[src/verilog/frm_defines.vh]
/*
 * Constants of the fault response manager: timing figures and their
 * cycle counts, register offsets, field positions and reset values.
 * Assumes a single 25 MHz system clock.
 */
`ifndef FRM_DEFINES_VH
`define FRM_DEFINES_VH

// System clock rate
`define FRM_CLK_HZ 25000000

// Input overvoltage qualification, least time, rounded up
`define FRM_INPUT_OVERVOLTAGE_FAULT_QUAL_NS 5000
`define FRM_INPUT_OVERVOLTAGE_FAULT_QUAL_CYC \
	((`FRM_CLK_HZ / 1000000 * `FRM_INPUT_OVERVOLTAGE_FAULT_QUAL_NS + 999) / 1000)

// Automatic restart wait
`define FRM_HICCUP_MS 500
`define FRM_HICCUP_CYC (`FRM_CLK_HZ / 1000 * `FRM_HICCUP_MS)

// Power-good release delay
`define FRM_PG_DELAY_US 500
`define FRM_PG_DELAY_CYC (`FRM_CLK_HZ / 1000000 * `FRM_PG_DELAY_US)

// Minimum switching frequency, longest period rounded down
`define FRM_MIN_FREQ_HZ 37000
`define FRM_LOCK_CYC (`FRM_CLK_HZ / `FRM_MIN_FREQ_HZ)

// Consecutive switching cycles for peak overcurrent
`define FRM_PEAK_CYCLES 3

// Register offsets
`define FRM_ADDR_CTRL 4'h0
`define FRM_ADDR_STATUS 4'h1
`define FRM_ADDR_EVENT 4'h2
`define FRM_ADDR_MASK 4'h3

// Reset values
`define FRM_CTRL_RESET 8'h01
`define FRM_MASK_RESET 8'h00

// Control fields
`define FRM_CTRL_LOCK_EN 0

// Event and mask fields
`define FRM_EV_INPUT_OV 0
`define FRM_EV_AVG_OC 1
`define FRM_EV_PEAK_OC 2
`define FRM_EV_OUTPUT_OV 3
`define FRM_EV_LOOP_SHORT 4
`define FRM_EV_LOCK_LOSS 5
`define FRM_EV_UV_SET 6
`define FRM_EV_PG_RISE 7

`endif

[src/verilog/frm_hold_timer.v]
/*
 * Hold timer: counts clock cycles while its hold input stays high and
 * reports done once the count reaches the terminal value.
 * Assumes a synchronous active-low reset.
 */
module frm_hold_timer #(
	parameter W = 24,
	parameter LIMIT = 125
) (
	// Clock and reset
	input wire clk,
	input wire rst_b,
	// Control
	input wire hold,
	output wire done
);

localparam [W-1:0] LIM = LIMIT[W-1:0];
localparam [W-1:0] ONE = {{(W-1){1'b0}}, 1'b1};

reg [W-1:0] cnt_reg;

////////////////////////////////////////////////////////////////////////
// Counter restarts whenever hold drops
always @(posedge clk) begin
	if (!rst_b) begin
		cnt_reg <= {W{1'b0}};
	end else if (!hold) begin
		cnt_reg <= {W{1'b0}};
	end else if (cnt_reg != LIM) begin
		cnt_reg <= cnt_reg + ONE;
	end
end

assign done = hold && (cnt_reg == LIM);

endmodule // frm_hold_timer

[src/verilog/frm_peak_qual.v]
/*
 * Peak overcurrent qualifier: per phase, counts switching cycles in
 * which the current-sense comparator tripped, back to back.
 * Assumes one cycle pulse per switching period.
 */
module frm_peak_qual #(
	parameter PHASES = 2,
	parameter CONSEC = 3,
	parameter CW = 2
) (
	// Clock and reset
	input wire clk,
	input wire rst_b,
	// Inputs
	input wire arm,
	input wire cycle,
	input wire [PHASES-1:0] trip,
	// Result
	output wire fault
);

localparam [CW-1:0] LIM = CONSEC[CW-1:0];
localparam [CW-1:0] ONE = {{(CW-1){1'b0}}, 1'b1};

wire [PHASES-1:0] hit;

////////////////////////////////////////////////////////////////////////
// One counter per phase
genvar g;
generate
	for (g = 0; g < PHASES; g = g + 1) begin : g_phase
		reg seen_reg;
		reg [CW-1:0] cnt_reg;
		always @(posedge clk) begin
			if (!rst_b || !arm) begin
				seen_reg <= 1'b0;
				cnt_reg <= {CW{1'b0}};
			end else if (cycle) begin
				seen_reg <= 1'b0;
				if (seen_reg || trip[g]) begin
					if (cnt_reg != LIM)
						cnt_reg <= cnt_reg + ONE;
				end else begin
					cnt_reg <= {CW{1'b0}};
				end
			end else if (trip[g]) begin
				seen_reg <= 1'b1;
			end
		end
		assign hit[g] = (cnt_reg == LIM);
	end
endgenerate

assign fault = arm && (|hit);

endmodule // frm_peak_qual

[src/verilog/frm_fault_manager.v]
/*
 * Fault response manager top: qualifies fault flags, runs the restart
 * or latched shutdown response, times power-good, and offers a small
 * register port with sticky events, mask and one interrupt.
 * Assumes comparator flags and straps synchronous to CLK_SYS.
 */
// Added by the designer: the address-and-strobe port and the register addresses.
//
// Function
// - Select high: automatic restart for all faults
// - Select low: latched shutdown for all faults
// - Restart: stop, wait 500ms, soft-start again
// - Latched: stay off, driver supply stays on
// - Latch left only by enable toggle or reset
// - Response covers the six selectable faults
// - Input overvoltage after 5us; power-good low
// - Overvoltage detection armed at soft-start begin
// - Fault stops switching, enters response same cycle
// - Power-good rises 0.5ms after conditions clear
// - Feedback above 120% is output overvoltage
// - Overvoltage restart needs feedback 4% below trip
// - Feedback below 80% flags undervoltage
// - Undervoltage never stops switching
// - Undervoltage clears above 80% plus 4%
// - Below 37kHz switching is loss of lock
// - Peak overcurrent needs three consecutive cycles
`include "frm_defines.vh"

module frm_fault_manager #(
	parameter HICCUP_CYC = `FRM_HICCUP_CYC,
	parameter PG_DELAY_CYC = `FRM_PG_DELAY_CYC,
	parameter INPUT_OVERVOLTAGE_FAULT_QUAL_CYC = `FRM_INPUT_OVERVOLTAGE_FAULT_QUAL_CYC,
	parameter LOCK_CYC = `FRM_LOCK_CYC,
	parameter PHASES = 2
) (
	// Clock and reset
	input wire CLK_SYS,
	input wire RST_B,
	// Enable and strap
	input wire EN,
	input wire FAULT_RESPONSE_SELECT,
	// Comparator flags
	input wire INPUT_OV_CMP,
	input wire FEEDBACK_OV_TRIP,
	input wire FEEDBACK_OV_CLEAR,
	input wire FEEDBACK_UV_TRIP,
	input wire FEEDBACK_UV_CLEAR,
	input wire AVG_OC_CMP,
	input wire [PHASES-1:0] PEAK_OC_CMP,
	input wire LOOP_FILTER_SHORT_CMP,
	input wire SW_CYCLE,
	// Power stage control
	output wire SWITCH_EN,
	output wire SOFT_START,
	output wire DRIVER_SUPPLY_EN,
	output wire POWER_GOOD_OUT,
	// Register port
	input wire [3:0] ADDR,
	input wire [7:0] WR_DATA,
	input wire WR_STB,
	input wire RD_STB,
	output wire [7:0] RD_DATA,
	output wire IRQ
);

////////////////////////////////////////////////////////////////////////
// States

localparam [3:0] ST_OFF = 4'h1;
localparam [3:0] ST_RUN = 4'h2;
localparam [3:0] ST_WAIT = 4'h4;
localparam [3:0] ST_LATCH = 4'h8;

////////////////////////////////////////////////////////////////////////
// Declarations

reg [3:0] state_reg;
reg [3:0] state_next;
reg switch_en_reg;
reg soft_start_reg;
reg driver_supply_reg;
reg power_good_reg;
reg power_good_next;
reg out_ov_pending_reg;
reg uv_flag_reg;
reg [7:0] ctrl_reg;
reg [7:0] event_reg;
reg [7:0] event_next;
reg [7:0] mask_reg;
reg [7:0] rd_data_reg;
reg [7:0] rd_data_next;
reg irq_reg;

wire armed;
wire lock_en;
wire input_overvoltage_fault;
wire output_overvoltage_fault;
wire average_overcurrent_fault;
wire peak_overcurrent_fault;
wire loop_filter_short_fault;
wire lock_loss_fault;
wire [5:0] fault_vec;
wire fault_any;
wire hiccup_done;
wire pg_ok;
wire pg_done;
wire uv_set_event;
wire [7:0] event_set;
wire [7:0] status_word;

////////////////////////////////////////////////////////////////////////
// Detection arming

// Detectors run from the first cycle of soft-start onward
assign armed = (state_reg == ST_RUN);
assign lock_en = ctrl_reg[`FRM_CTRL_LOCK_EN];

////////////////////////////////////////////////////////////////////////
// Fault qualification

// Input overvoltage must persist for the qualification time
frm_hold_timer #(
	.W(12),
	.LIMIT(INPUT_OVERVOLTAGE_FAULT_QUAL_CYC)
) u_input_overvoltage_fault_timer (
	.clk(CLK_SYS),
	.rst_b(RST_B),
	.hold(armed && INPUT_OV_CMP),
	.done(input_overvoltage_fault)
);

// No switching edge within the longest period
frm_hold_timer #(
	.W(12),
	.LIMIT(LOCK_CYC)
) u_lock_timer (
	.clk(CLK_SYS),
	.rst_b(RST_B),
	.hold(armed && lock_en && !SW_CYCLE),
	.done(lock_loss_fault)
);

// Per-phase peak qualification
frm_peak_qual #(
	.PHASES(PHASES),
	.CONSEC(`FRM_PEAK_CYCLES),
	.CW(2)
) u_peak_qual (
	.clk(CLK_SYS),
	.rst_b(RST_B),
	.arm(armed),
	.cycle(SW_CYCLE),
	.trip(PEAK_OC_CMP),
	.fault(peak_overcurrent_fault)
);

assign output_overvoltage_fault = armed && FEEDBACK_OV_TRIP;
assign average_overcurrent_fault = armed && AVG_OC_CMP;
assign loop_filter_short_fault = armed && LOOP_FILTER_SHORT_CMP;

// The six faults that take the selected response
assign fault_vec = {lock_loss_fault,
	loop_filter_short_fault,
	output_overvoltage_fault,
	peak_overcurrent_fault,
	average_overcurrent_fault,
	input_overvoltage_fault};
assign fault_any = |fault_vec;

////////////////////////////////////////////////////////////////////////
// Restart wait

frm_hold_timer #(
	.W(24),
	.LIMIT(HICCUP_CYC)
) u_hiccup_timer (
	.clk(CLK_SYS),
	.rst_b(RST_B),
	.hold(state_reg == ST_WAIT),
	.done(hiccup_done)
);

////////////////////////////////////////////////////////////////////////
// Response state machine

always @* begin
	state_next = state_reg;
	case (state_reg)
	ST_OFF: begin
		if (EN)
			state_next = ST_RUN;
	end
	ST_RUN: begin
		if (fault_any) begin
			if (FAULT_RESPONSE_SELECT)
				state_next = ST_WAIT;
			else
				state_next = ST_LATCH;
		end
	end
	ST_WAIT: begin
		// Retry through soft-start; a lasting fault trips again
		if (hiccup_done && !out_ov_pending_reg)
			state_next = ST_RUN;
	end
	ST_LATCH: begin
		state_next = ST_LATCH;
	end
	default: begin
		state_next = ST_OFF;
	end
	endcase
	// Dropping enable is the only way out of ST_LATCH besides reset
	if (!EN)
		state_next = ST_OFF;
end

always @(posedge CLK_SYS) begin
	if (!RST_B) begin
		state_reg <= ST_OFF;
		switch_en_reg <= 1'b0;
		soft_start_reg <= 1'b0;
		driver_supply_reg <= 1'b0;
	end else begin
		state_reg <= state_next;
		switch_en_reg <= (state_next == ST_RUN);
		soft_start_reg <= (state_next == ST_RUN) &&
			(state_reg != ST_RUN);
		driver_supply_reg <= EN;
	end
end

////////////////////////////////////////////////////////////////////////
// Feedback hysteresis flags

always @(posedge CLK_SYS) begin
	if (!RST_B) begin
		out_ov_pending_reg <= 1'b0;
		uv_flag_reg <= 1'b0;
	end else begin
		// Set wins over clear
		if (output_overvoltage_fault)
			out_ov_pending_reg <= 1'b1;
		else if (FEEDBACK_OV_CLEAR)
			out_ov_pending_reg <= 1'b0;
		if (FEEDBACK_UV_TRIP)
			uv_flag_reg <= 1'b1;
		else if (FEEDBACK_UV_CLEAR)
			uv_flag_reg <= 1'b0;
	end
end

// Undervoltage affects power-good, status and its event bit, never the state machine
assign uv_set_event = FEEDBACK_UV_TRIP && !uv_flag_reg;

////////////////////////////////////////////////////////////////////////
// Power-good

assign pg_ok = (state_reg == ST_RUN) && !fault_any &&
	!uv_flag_reg && !out_ov_pending_reg;

frm_hold_timer #(
	.W(16),
	.LIMIT(PG_DELAY_CYC)
) u_pg_timer (
	.clk(CLK_SYS),
	.rst_b(RST_B),
	.hold(pg_ok),
	.done(pg_done)
);

always @* begin
	// Any declared fault or undervoltage pulls it low at once
	power_good_next = pg_ok && pg_done;
end

always @(posedge CLK_SYS) begin
	if (!RST_B)
		power_good_reg <= 1'b0;
	else
		power_good_reg <= power_good_next;
end

////////////////////////////////////////////////////////////////////////
// Events and interrupt

assign event_set = {power_good_next && !power_good_reg,
	uv_set_event,
	fault_vec};

always @* begin
	event_next = event_reg;
	if (WR_STB && (ADDR == `FRM_ADDR_EVENT))
		event_next = event_next & ~WR_DATA;
	// Set wins over a simultaneous clear
	event_next = event_next | event_set;
end

////////////////////////////////////////////////////////////////////////
// Register port

assign status_word = {2'h0,
	FAULT_RESPONSE_SELECT,
	uv_flag_reg,
	power_good_reg,
	state_reg == ST_LATCH,
	state_reg == ST_WAIT,
	state_reg == ST_RUN};

always @* begin
	rd_data_next = 8'h00;
	if (RD_STB) begin
		case (ADDR)
		`FRM_ADDR_CTRL: rd_data_next = ctrl_reg;
		`FRM_ADDR_STATUS: rd_data_next = status_word;
		`FRM_ADDR_EVENT: rd_data_next = event_reg;
		`FRM_ADDR_MASK: rd_data_next = mask_reg;
		default: rd_data_next = 8'h00;
		endcase
	end
end

always @(posedge CLK_SYS) begin
	if (!RST_B) begin
		ctrl_reg <= `FRM_CTRL_RESET;
		mask_reg <= `FRM_MASK_RESET;
		event_reg <= 8'h00;
		rd_data_reg <= 8'h00;
		irq_reg <= 1'b0;
	end else begin
		if (WR_STB && (ADDR == `FRM_ADDR_CTRL))
			ctrl_reg <= WR_DATA;
		if (WR_STB && (ADDR == `FRM_ADDR_MASK))
			mask_reg <= WR_DATA;
		event_reg <= event_next;
		rd_data_reg <= rd_data_next;
		irq_reg <= |(event_next & mask_reg);
	end
end

////////////////////////////////////////////////////////////////////////
// Outputs

assign SWITCH_EN = switch_en_reg;
assign SOFT_START = soft_start_reg;
assign DRIVER_SUPPLY_EN = driver_supply_reg;
assign POWER_GOOD_OUT = power_good_reg;
assign RD_DATA = rd_data_reg;
assign IRQ = irq_reg;

endmodule // frm_fault_manager

[config.mk]
export PLATFORM = sky130hd
export DESIGN_NAME = frm_fault_manager
export DESIGN_NICKNAME = d
export VERILOG_FILES = /design/src/verilog/frm_hold_timer.v /design/src/verilog/frm_peak_qual.v /design/src/verilog/frm_fault_manager.v
export VERILOG_INCLUDE_DIRS = /design/src /design/src/verilog
export SDC_FILE = /design/constraint.sdc
export NUM_CORES = 1
export LEC_CHECK = 0
export BUFFER_PORTS_ARGS = -buffer_cell sky130_fd_sc_hd__buf_2
export CAP_MARGIN = 20
export CORE_MARGIN = 4
export CORE_UTILIZATION = 54
export DETAILED_ROUTE_END_ITERATION = 8
export PLACE_DENSITY = 0.76
export SLEW_MARGIN = 40
export SYNTH_ARGS = -nofsm -noshare
export SYNTH_HDL_FRONTEND = slang
export SYNTH_HIERARCHICAL = 1
export SYNTH_SLANG_ARGS = --single-unit
[constraint.sdc]
create_clock -name CLK_SYS -period 2.4 [get_ports CLK_SYS]
set_clock_uncertainty 0.1 [all_clocks]
set_input_delay 0.48 -clock CLK_SYS [delete_from_list [all_inputs] [get_ports CLK_SYS]]
set_output_delay 0.48 -clock CLK_SYS [all_outputs]
set_load 0.01 [all_outputs]
==> impl_metrics.ini, run 1 <==
[run_status]
outcome = completed

[power]
peakVddDrop_v = 0.0004895
p_per_area_nw_per_um2 = 648.8
leakagePower_nw = 2.439

[cells_and_area]
largest_reg_flops = 24
final_area_sq_um = 6606
antenna_cells = 0
nFillCells = 800
syn2layout_area_growth_pct = 21.69
postLayoutCoreUtil_pct = 67.59
drive_gt1_share_pct = 23.16
nets = 703

[global_routing]
grt_pass1_vias = 4581
antenna_found_initial = 0
grt_use_total_pct = 23.28
grt-ovfl-total = 0
grt_pass1_wl_mm = 21.26
grt_start_max_net_pins = 25

[sta]
relSlewSlack_pct = 64.11
worst_pin_slew_ns = 0.5334
post-route-period-util_pct = 97.02
max_freq_ghz = 0.4295
setup_viol = 0
slew_violations = 0
hold-worst-slack_ns = 0.09669
fin_ws_ns = 0.07151
post-route-min-period_ns = 2.328
hold_violations = 0

[clock_network]
cts.sinks = 113
cts.htree.levels = 4
path_clk_slew_ns = 0.05
clk_path_buf_depth = 2
cts_root_buffer = clkbuf_8
cts_buffers = 17
clkLatencyLatePin_ns = 0.53
tritoncts = built

[worst_setup_path]
arrival_ns = 2.69
end_kind = flop
max_stage_delay_ns = 0.31
cp-start-kind = flop
crit_type = flop to flop
cp_max_fo = 11
rr_startpoint = state_reg[1]$_SDFF_PN0_
crit_start = state_reg[1]$_SDFF_PN0_
cpMostUsedCell = nor2_2
cp_num_buf_inv = 4
slowest_stage = dfxtp_2
cp_top_family = simple AND/OR/NAND/NOR gates
cp.required_ns = 2.76
path_cells = nor2b_2 -> nor3b_4 -> buf_6 -> and3b_1 -> inv_1 -> nor2_2 -> nor2_2 -> nand3_2 -> nor4b_4 -> buf_4 -> nand2_4 -> buf_12 -> nor2_2

[drt]
num_vias = 4743
wl_per_cell_microns = 16.03
drc = 0
first_pass_iters = 5
drt-initial-drc-count = 280
vias_per_cell = 5.848
wirelength_mm = 13.00
ant_nets = 0

[synth]
syn_inst = 586
synthFlopType = dfxtp_1
yosysTopAreaCell = dfxtp_1
syn_nets = 623
synth_top_area_share_pct = 41.67
yosysUniqueCellTypes = 78
ys_warn_count = 6
synth-seq-cells = 113
async_reset_ff_share_pct = 0
avgSynthCellArea_sq_um = 9.264
ys_top_cells_by_area = dfxtp_1 (42%), nor2_1 (3.8%), xor2_1 (3.5%)
synth-seq-area-share_pct = 41.67
netlist_area_sq_um = 5429
synth_edf_count = 0

[die]
core_area_sq_um = 9774
start_util_pct = 55.54
placementRows = 36
die_y_microns = 108.3
dieArea_sq_um = 11720
die_w_microns = 108.3
ios = 41

[placed_design]
placed_area_sq_um = 5976
dp_hpwl_mm = 8.968
io_buffer_count = 40
place_congestion = 0.9073
dp_slack_ns = -0.03107

[hold_path]
min-delay-start = EN
hold_path_class = primary input to flop

[job]
maxCapViolCount = 0
synth_stat cells, drive strengths merged (3+ instances only):
master  count
dfxtp     113
nor2       57
nand2      42
nand3      38
a21oi      26
nor2b      23
xor2       22
inv        19
nand4      19
o21ai      18
nor3       15
xnor2      14
a21boi     11
clkbuf     11
and2       10
and3       10
and4       10
buf        10
mux2i      10
nor4       10
ha          9
or3         9
a31oi       7
mux4        6
or4         6
o21a        5
o31ai       5
a22oi       4
and4bb      4
mux2        3
nand3b      3
nor4bb      3
logic make-up (layout without fill, tap and decap cells):
logic type	Yosys count	after routing	share of synthesized area [%]
xor+xnor	36	36	5.808
fa+ha+maj	9	9	2.074
buf+inv	40	132	3.641
flops	113	113	41.67
compound gates	98	98	12.10
simple gates	271	271	29.75
mux	19	19	4.955
placed cells by master (no fill, tap or decap), drive strengths merged, types with 3 or more instances in the layout:
| cell type | count |
|---|---|
| and4 | 10 |
| a31oi | 7 |
| buf | 82 |
| xor2 | 22 |
| nand2 | 42 |
| and2 | 10 |
| nor2b | 23 |
| inv | 19 |
| xnor2 | 14 |
| mux2i | 10 |
| a22oi | 4 |
| nor3 | 15 |
| o31ai | 5 |
| and4bb | 4 |
| o21a | 5 |
| and3 | 10 |
| nor2 | 57 |
| or4 | 6 |
| a21boi | 11 |
| o21ai | 18 |
| ha | 9 |
| nor4bb | 3 |
| nor4 | 10 |
| a21oi | 26 |
| nand3 | 38 |
| nand3b | 3 |
| nand4 | 19 |
| mux2 | 3 |
| dfxtp | 113 |
| or3 | 9 |
| mux4 | 6 |
| clkinv | 6 |
| clkbuf | 24 |
stage by stage:
stage               TNS (ns)  power, W  cells
global route         -0.6319  0.004435    811
global placement           0  0.002092    774
finish                     0  0.004286    811
detailed placement  -0.03107  0.002096    774
floorplan                  0  0.002018    586
CTS                        0  0.004319    806
layout make-up:
| class | instances | area [sq um] | area share, % |
|---|---|---|---|
| Timing Repair Buffer | 82 | 544.3 | 8.239 |
| Sequential cell | 113 | 2263 | 34.26 |
| Clock buffer | 24 | 460.4 | 6.970 |
| Inverter | 19 | 71.32 | 1.080 |
| Tap cell | 133 | 166.4 | 2.519 |
| Clock inverter | 7 | 60.06 | 0.9091 |
| Multi-Input combinational cell | 433 | 3040 | 46.02 |
power breakdown:
group          switching [W]  internal (W)
Clock               0.000812       0.00141
Combinational      0.0000925     0.0000744
Sequential        0.00000879       0.00189
Total               0.000913       0.00337
path summary, 6_finish.rpt:
| path | slack [ns] | cells after the start | endpoint |
|---|---|---|---|
| worst max-delay path | 0.07 | 13 | u_pg_timer/cnt_reg[15]$_SDFFE_PN0P_ |
| worst min-delay path | 0.1 | 2 | DRIVER_SUPPLY_EN$_SDFF_PN0_ |
| worst max register to register | 0.07 | 13 | u_pg_timer/cnt_reg[15]$_SDFFE_PN0P_ |
| worst min register to register | 0.38 | 2 | u_peak_qual/g_phase[0].cnt_reg[1]$_SDFFE_PP0P_ |
layer usage:
| layer | global-route usage (%) | vias up | part of all wire [%] | routed length (microns) |
|---|---|---|---|---|
| met5 | 0 | - | 0 | 0 |
| met2 | 38.41 | 138 | 49 | 6329 |
| met1 | 28.36 | 2288 | 43 | 5627 |
| met4 | 10.55 | 0 | 2.6 | 343 |
| met3 | 6.388 | 32 | 5.4 | 698 |
| li1 | - | 2285 | - | - |
what timing repair did:
item,in CTS,in global routing
buffers inserted,1,5
hold buffers,0,0
endpoints found under the setup margin,1,19
endpoints found under the hold margin,0,0
pin swaps,1,9
gates resized for setup,2,18
Note: power is estimated with default switching activity, not from simulation.
==> inputs of run 2 (changes only) <==
Settings changed: SYNTH_HIERARCHICAL 1 to not set.
==> impl_metrics.ini, run 2 <==
[power]
p_switching_w = 0.0009120
p_total_w = 0.004451
comb_power_share_pct = 2.9
leakagePower_nw = 2.192
p_sw_share_pct = 20.49
p_clk_share_pct = 54.3
internal_power_w = 0.003539
p_per_area_nw_per_um2 = 728.7
peakVddDrop_v = 0.0003513
pwr-share-seq_pct = 42.8

[placed_design]
io_buffer_count = 40
place_congestion = 0.8939
placed_area_sq_um = 5533
dp_hpwl_mm = 7.927
placed_cells = 742

[die]
die_w_microns = 106.0
dieArea_sq_um = 11240
placementRows = 35
die_y_microns = 106.0
ios = 41
core_area_sq_um = 9284
start_util_pct = 55.90

[worst_setup_path]
arrival_ns = 2.48
max_stage_delay_ns = 0.33
slowest_stage = dfxtp_1
crit_type = flop to flop
cp.required_ns = 2.71
path_cells = ha_1 -> or2_2 -> nor4_1 -> and2_1 -> nand3_2 -> o221ai_1
cp_max_fo = 18
cp-start-kind = flop
end_kind = flop

[synth]
ys_top_cells_by_area = dfxtp_1 (44%), nor2_1 (6.5%), xnor2_1 (4.4%)
netlist_area_sq_um = 5190
synth-seq-cells = 113
yosysUniqueCellTypes = 61
async_reset_ff_share_pct = 0
synth.top_cells.by_count = dfxtp_1 (113), nor2_1 (90), nand2_1 (49), a21oi_1 (30)
syn_nets = 617
yosysMostFrequentCell = dfxtp_1
synthFlopType = dfxtp_1
synth-seq-area-share_pct = 43.59
syn_inst = 580
avgSynthCellArea_sq_um = 8.948
yosysTopAreaCell = dfxtp_1
synth_edf_count = 0
ys_warn_count = 0
synth_top_area_share_pct = 43.59

[clock_network]
clk_path_buf_depth = 2
cts_resized = 0
path_clk_slew_ns = 0.06
postCtsHoldBufs = 0
postCtsSetupRepairBufs = 0
cts_root_buffer = clkbuf_8
cts.htree.levels = 4
cts.sinks = 113
clkLatencyLatePin_ns = 0.50
tritoncts = built
cts_buffers = 17

[drt]
vias_per_cell = 5.598
num_vias = 4327
wirelength_mm = 11.34
drc = 0
ant_nets = 0
drt-initial-drc-count = 226
wl_per_cell_microns = 14.68
first_pass_iters = 5

[cells_and_area]
postLayoutCoreUtil_pct = 65.80
largest_reg_flops = 24
layout_common_cells = dfxtp_1 (113), nor2_1 (90), nand2_1 (49)
antenna_cells = 0
final_area_sq_um = 6108
layoutNonFillerInstCount = 773
drive_gt1_share_pct = 15.99
syn2layout_area_growth_pct = 17.70
nets = 669
mostFrequentLayoutCell = dfxtp_1

[global_routing]
grt_pass1_vias = 4088
antenna_found_initial = 0
grt_use_total_pct = 20.88
grt-ovfl-total = 0
grt_pass1_wl_mm = 19.14
grt_start_max_net_pins = 25

[sta]
relSlewSlack_pct = 51.49
hold_violations = 0
worst_pin_slew_ns = 0.7175
slew_violations = 0
post-route-min-period_ns = 2.173
max_freq_ghz = 0.4603
rsz0062_at_grt = false
setup_viol = 0
post-route-period-util_pct = 90.53
setup-tns-final_ns = 0

[run_status]
outcome = completed

[hold_path]
hold_path_class = primary input to flop

[job]
maxCapViolCount = 0
## run 2: cell count changes after synthesis, moves of 6 or more
cell / before / now
xnor2_1: 14 / 26
nor4b_1: 0 / 6
nor2b_1: 23 / 9
a21boi_0: 11 / 1
nor2_1: 55 / 90
nand3_1: 37 / 26
nand2_1: 42 / 49
## run 2: cells by family after synthesis
logic type	after synthesis	share of synthesized area, %
buffers and inverters	37	3.230
multiplexers	19	5.135
AND/OR/NAND/NOR	282	29.56
AO/OA/AOI/OAI	71	8.052
XOR/XNOR	49	8.269
flip-flops	113	43.59
adder cells (fa/ha/maj)	9	2.170
## run 2: final timing paths
| check | slack, ns | endpoint | cells past startpoint | startpoint |
|---|---|---|---|---|
| max | 0.23 | IRQ$_SDFF_PN0_ | 6 | u_peak_qual.g_phase[0].cnt_reg[0]$_SDFFE_PP0P_ |
| min | 0.11 | uv_flag_reg$_SDFFE_PN0P_ | 3 | FEEDBACK_UV_TRIP |
| max reg2reg | 0.23 | IRQ$_SDFF_PN0_ | 6 | u_peak_qual.g_phase[0].cnt_reg[0]$_SDFFE_PP0P_ |
| min reg2reg | 0.38 | mask_reg[6]$_SDFFE_PN0P_ | 2 | mask_reg[6]$_SDFFE_PN0P_ |
## run 2: per-layer routing
layer	vias up	global-route usage (%)	routed length, microns
met5	-	0	0
met4	0	6.938	91
met2	143	33.88	5545
met1	2036	26.90	4950
li1	2139	-	-
met3	9	5.829	757
## run 2: power by group through the flow
stage          clock network (W)   logic, W  registers [W]
2_1_floorplan                  0  0.0000680        0.00194
3_3_place_gp                   0   0.000125        0.00194
3_5_place_dp                   0   0.000127        0.00194
4_1_cts                  0.00245   0.000128        0.00190
5_1_grt                  0.00254   0.000140        0.00190
6_report                 0.00242   0.000130        0.00190
## run 2: final cells by class
class	count	area [sq um]
Fill cell	739	3176
Multi-Input combinational cell	430	2766
Sequential cell	113	2262
Clock buffer	21	439.2
Timing Repair Buffer	48	260.3
Tap cell	129	161.4
Clock inverter	10	136.4
Inverter	22	82.58
## run 2: critical path: cells and delay by family (launching register included)
family          cells  cell delay (ns)
flops               1             0.33
compound gates      1             0.29
simple gates        4             1.14
fa+ha+maj           1             0.23
## run 2: per-stage QoR
stage | hold WS (ns) | worst slack [ns]
after global routing | 0.09771 | 0.05392
after global placement | 0.3622 | 0.2973
after CTS | 0.09016 | 0.2336
final | 0.1053 | 0.2273
after floorplan | 0.3459 | 0.4977
after detailed placement | 0.3689 | 0.1997
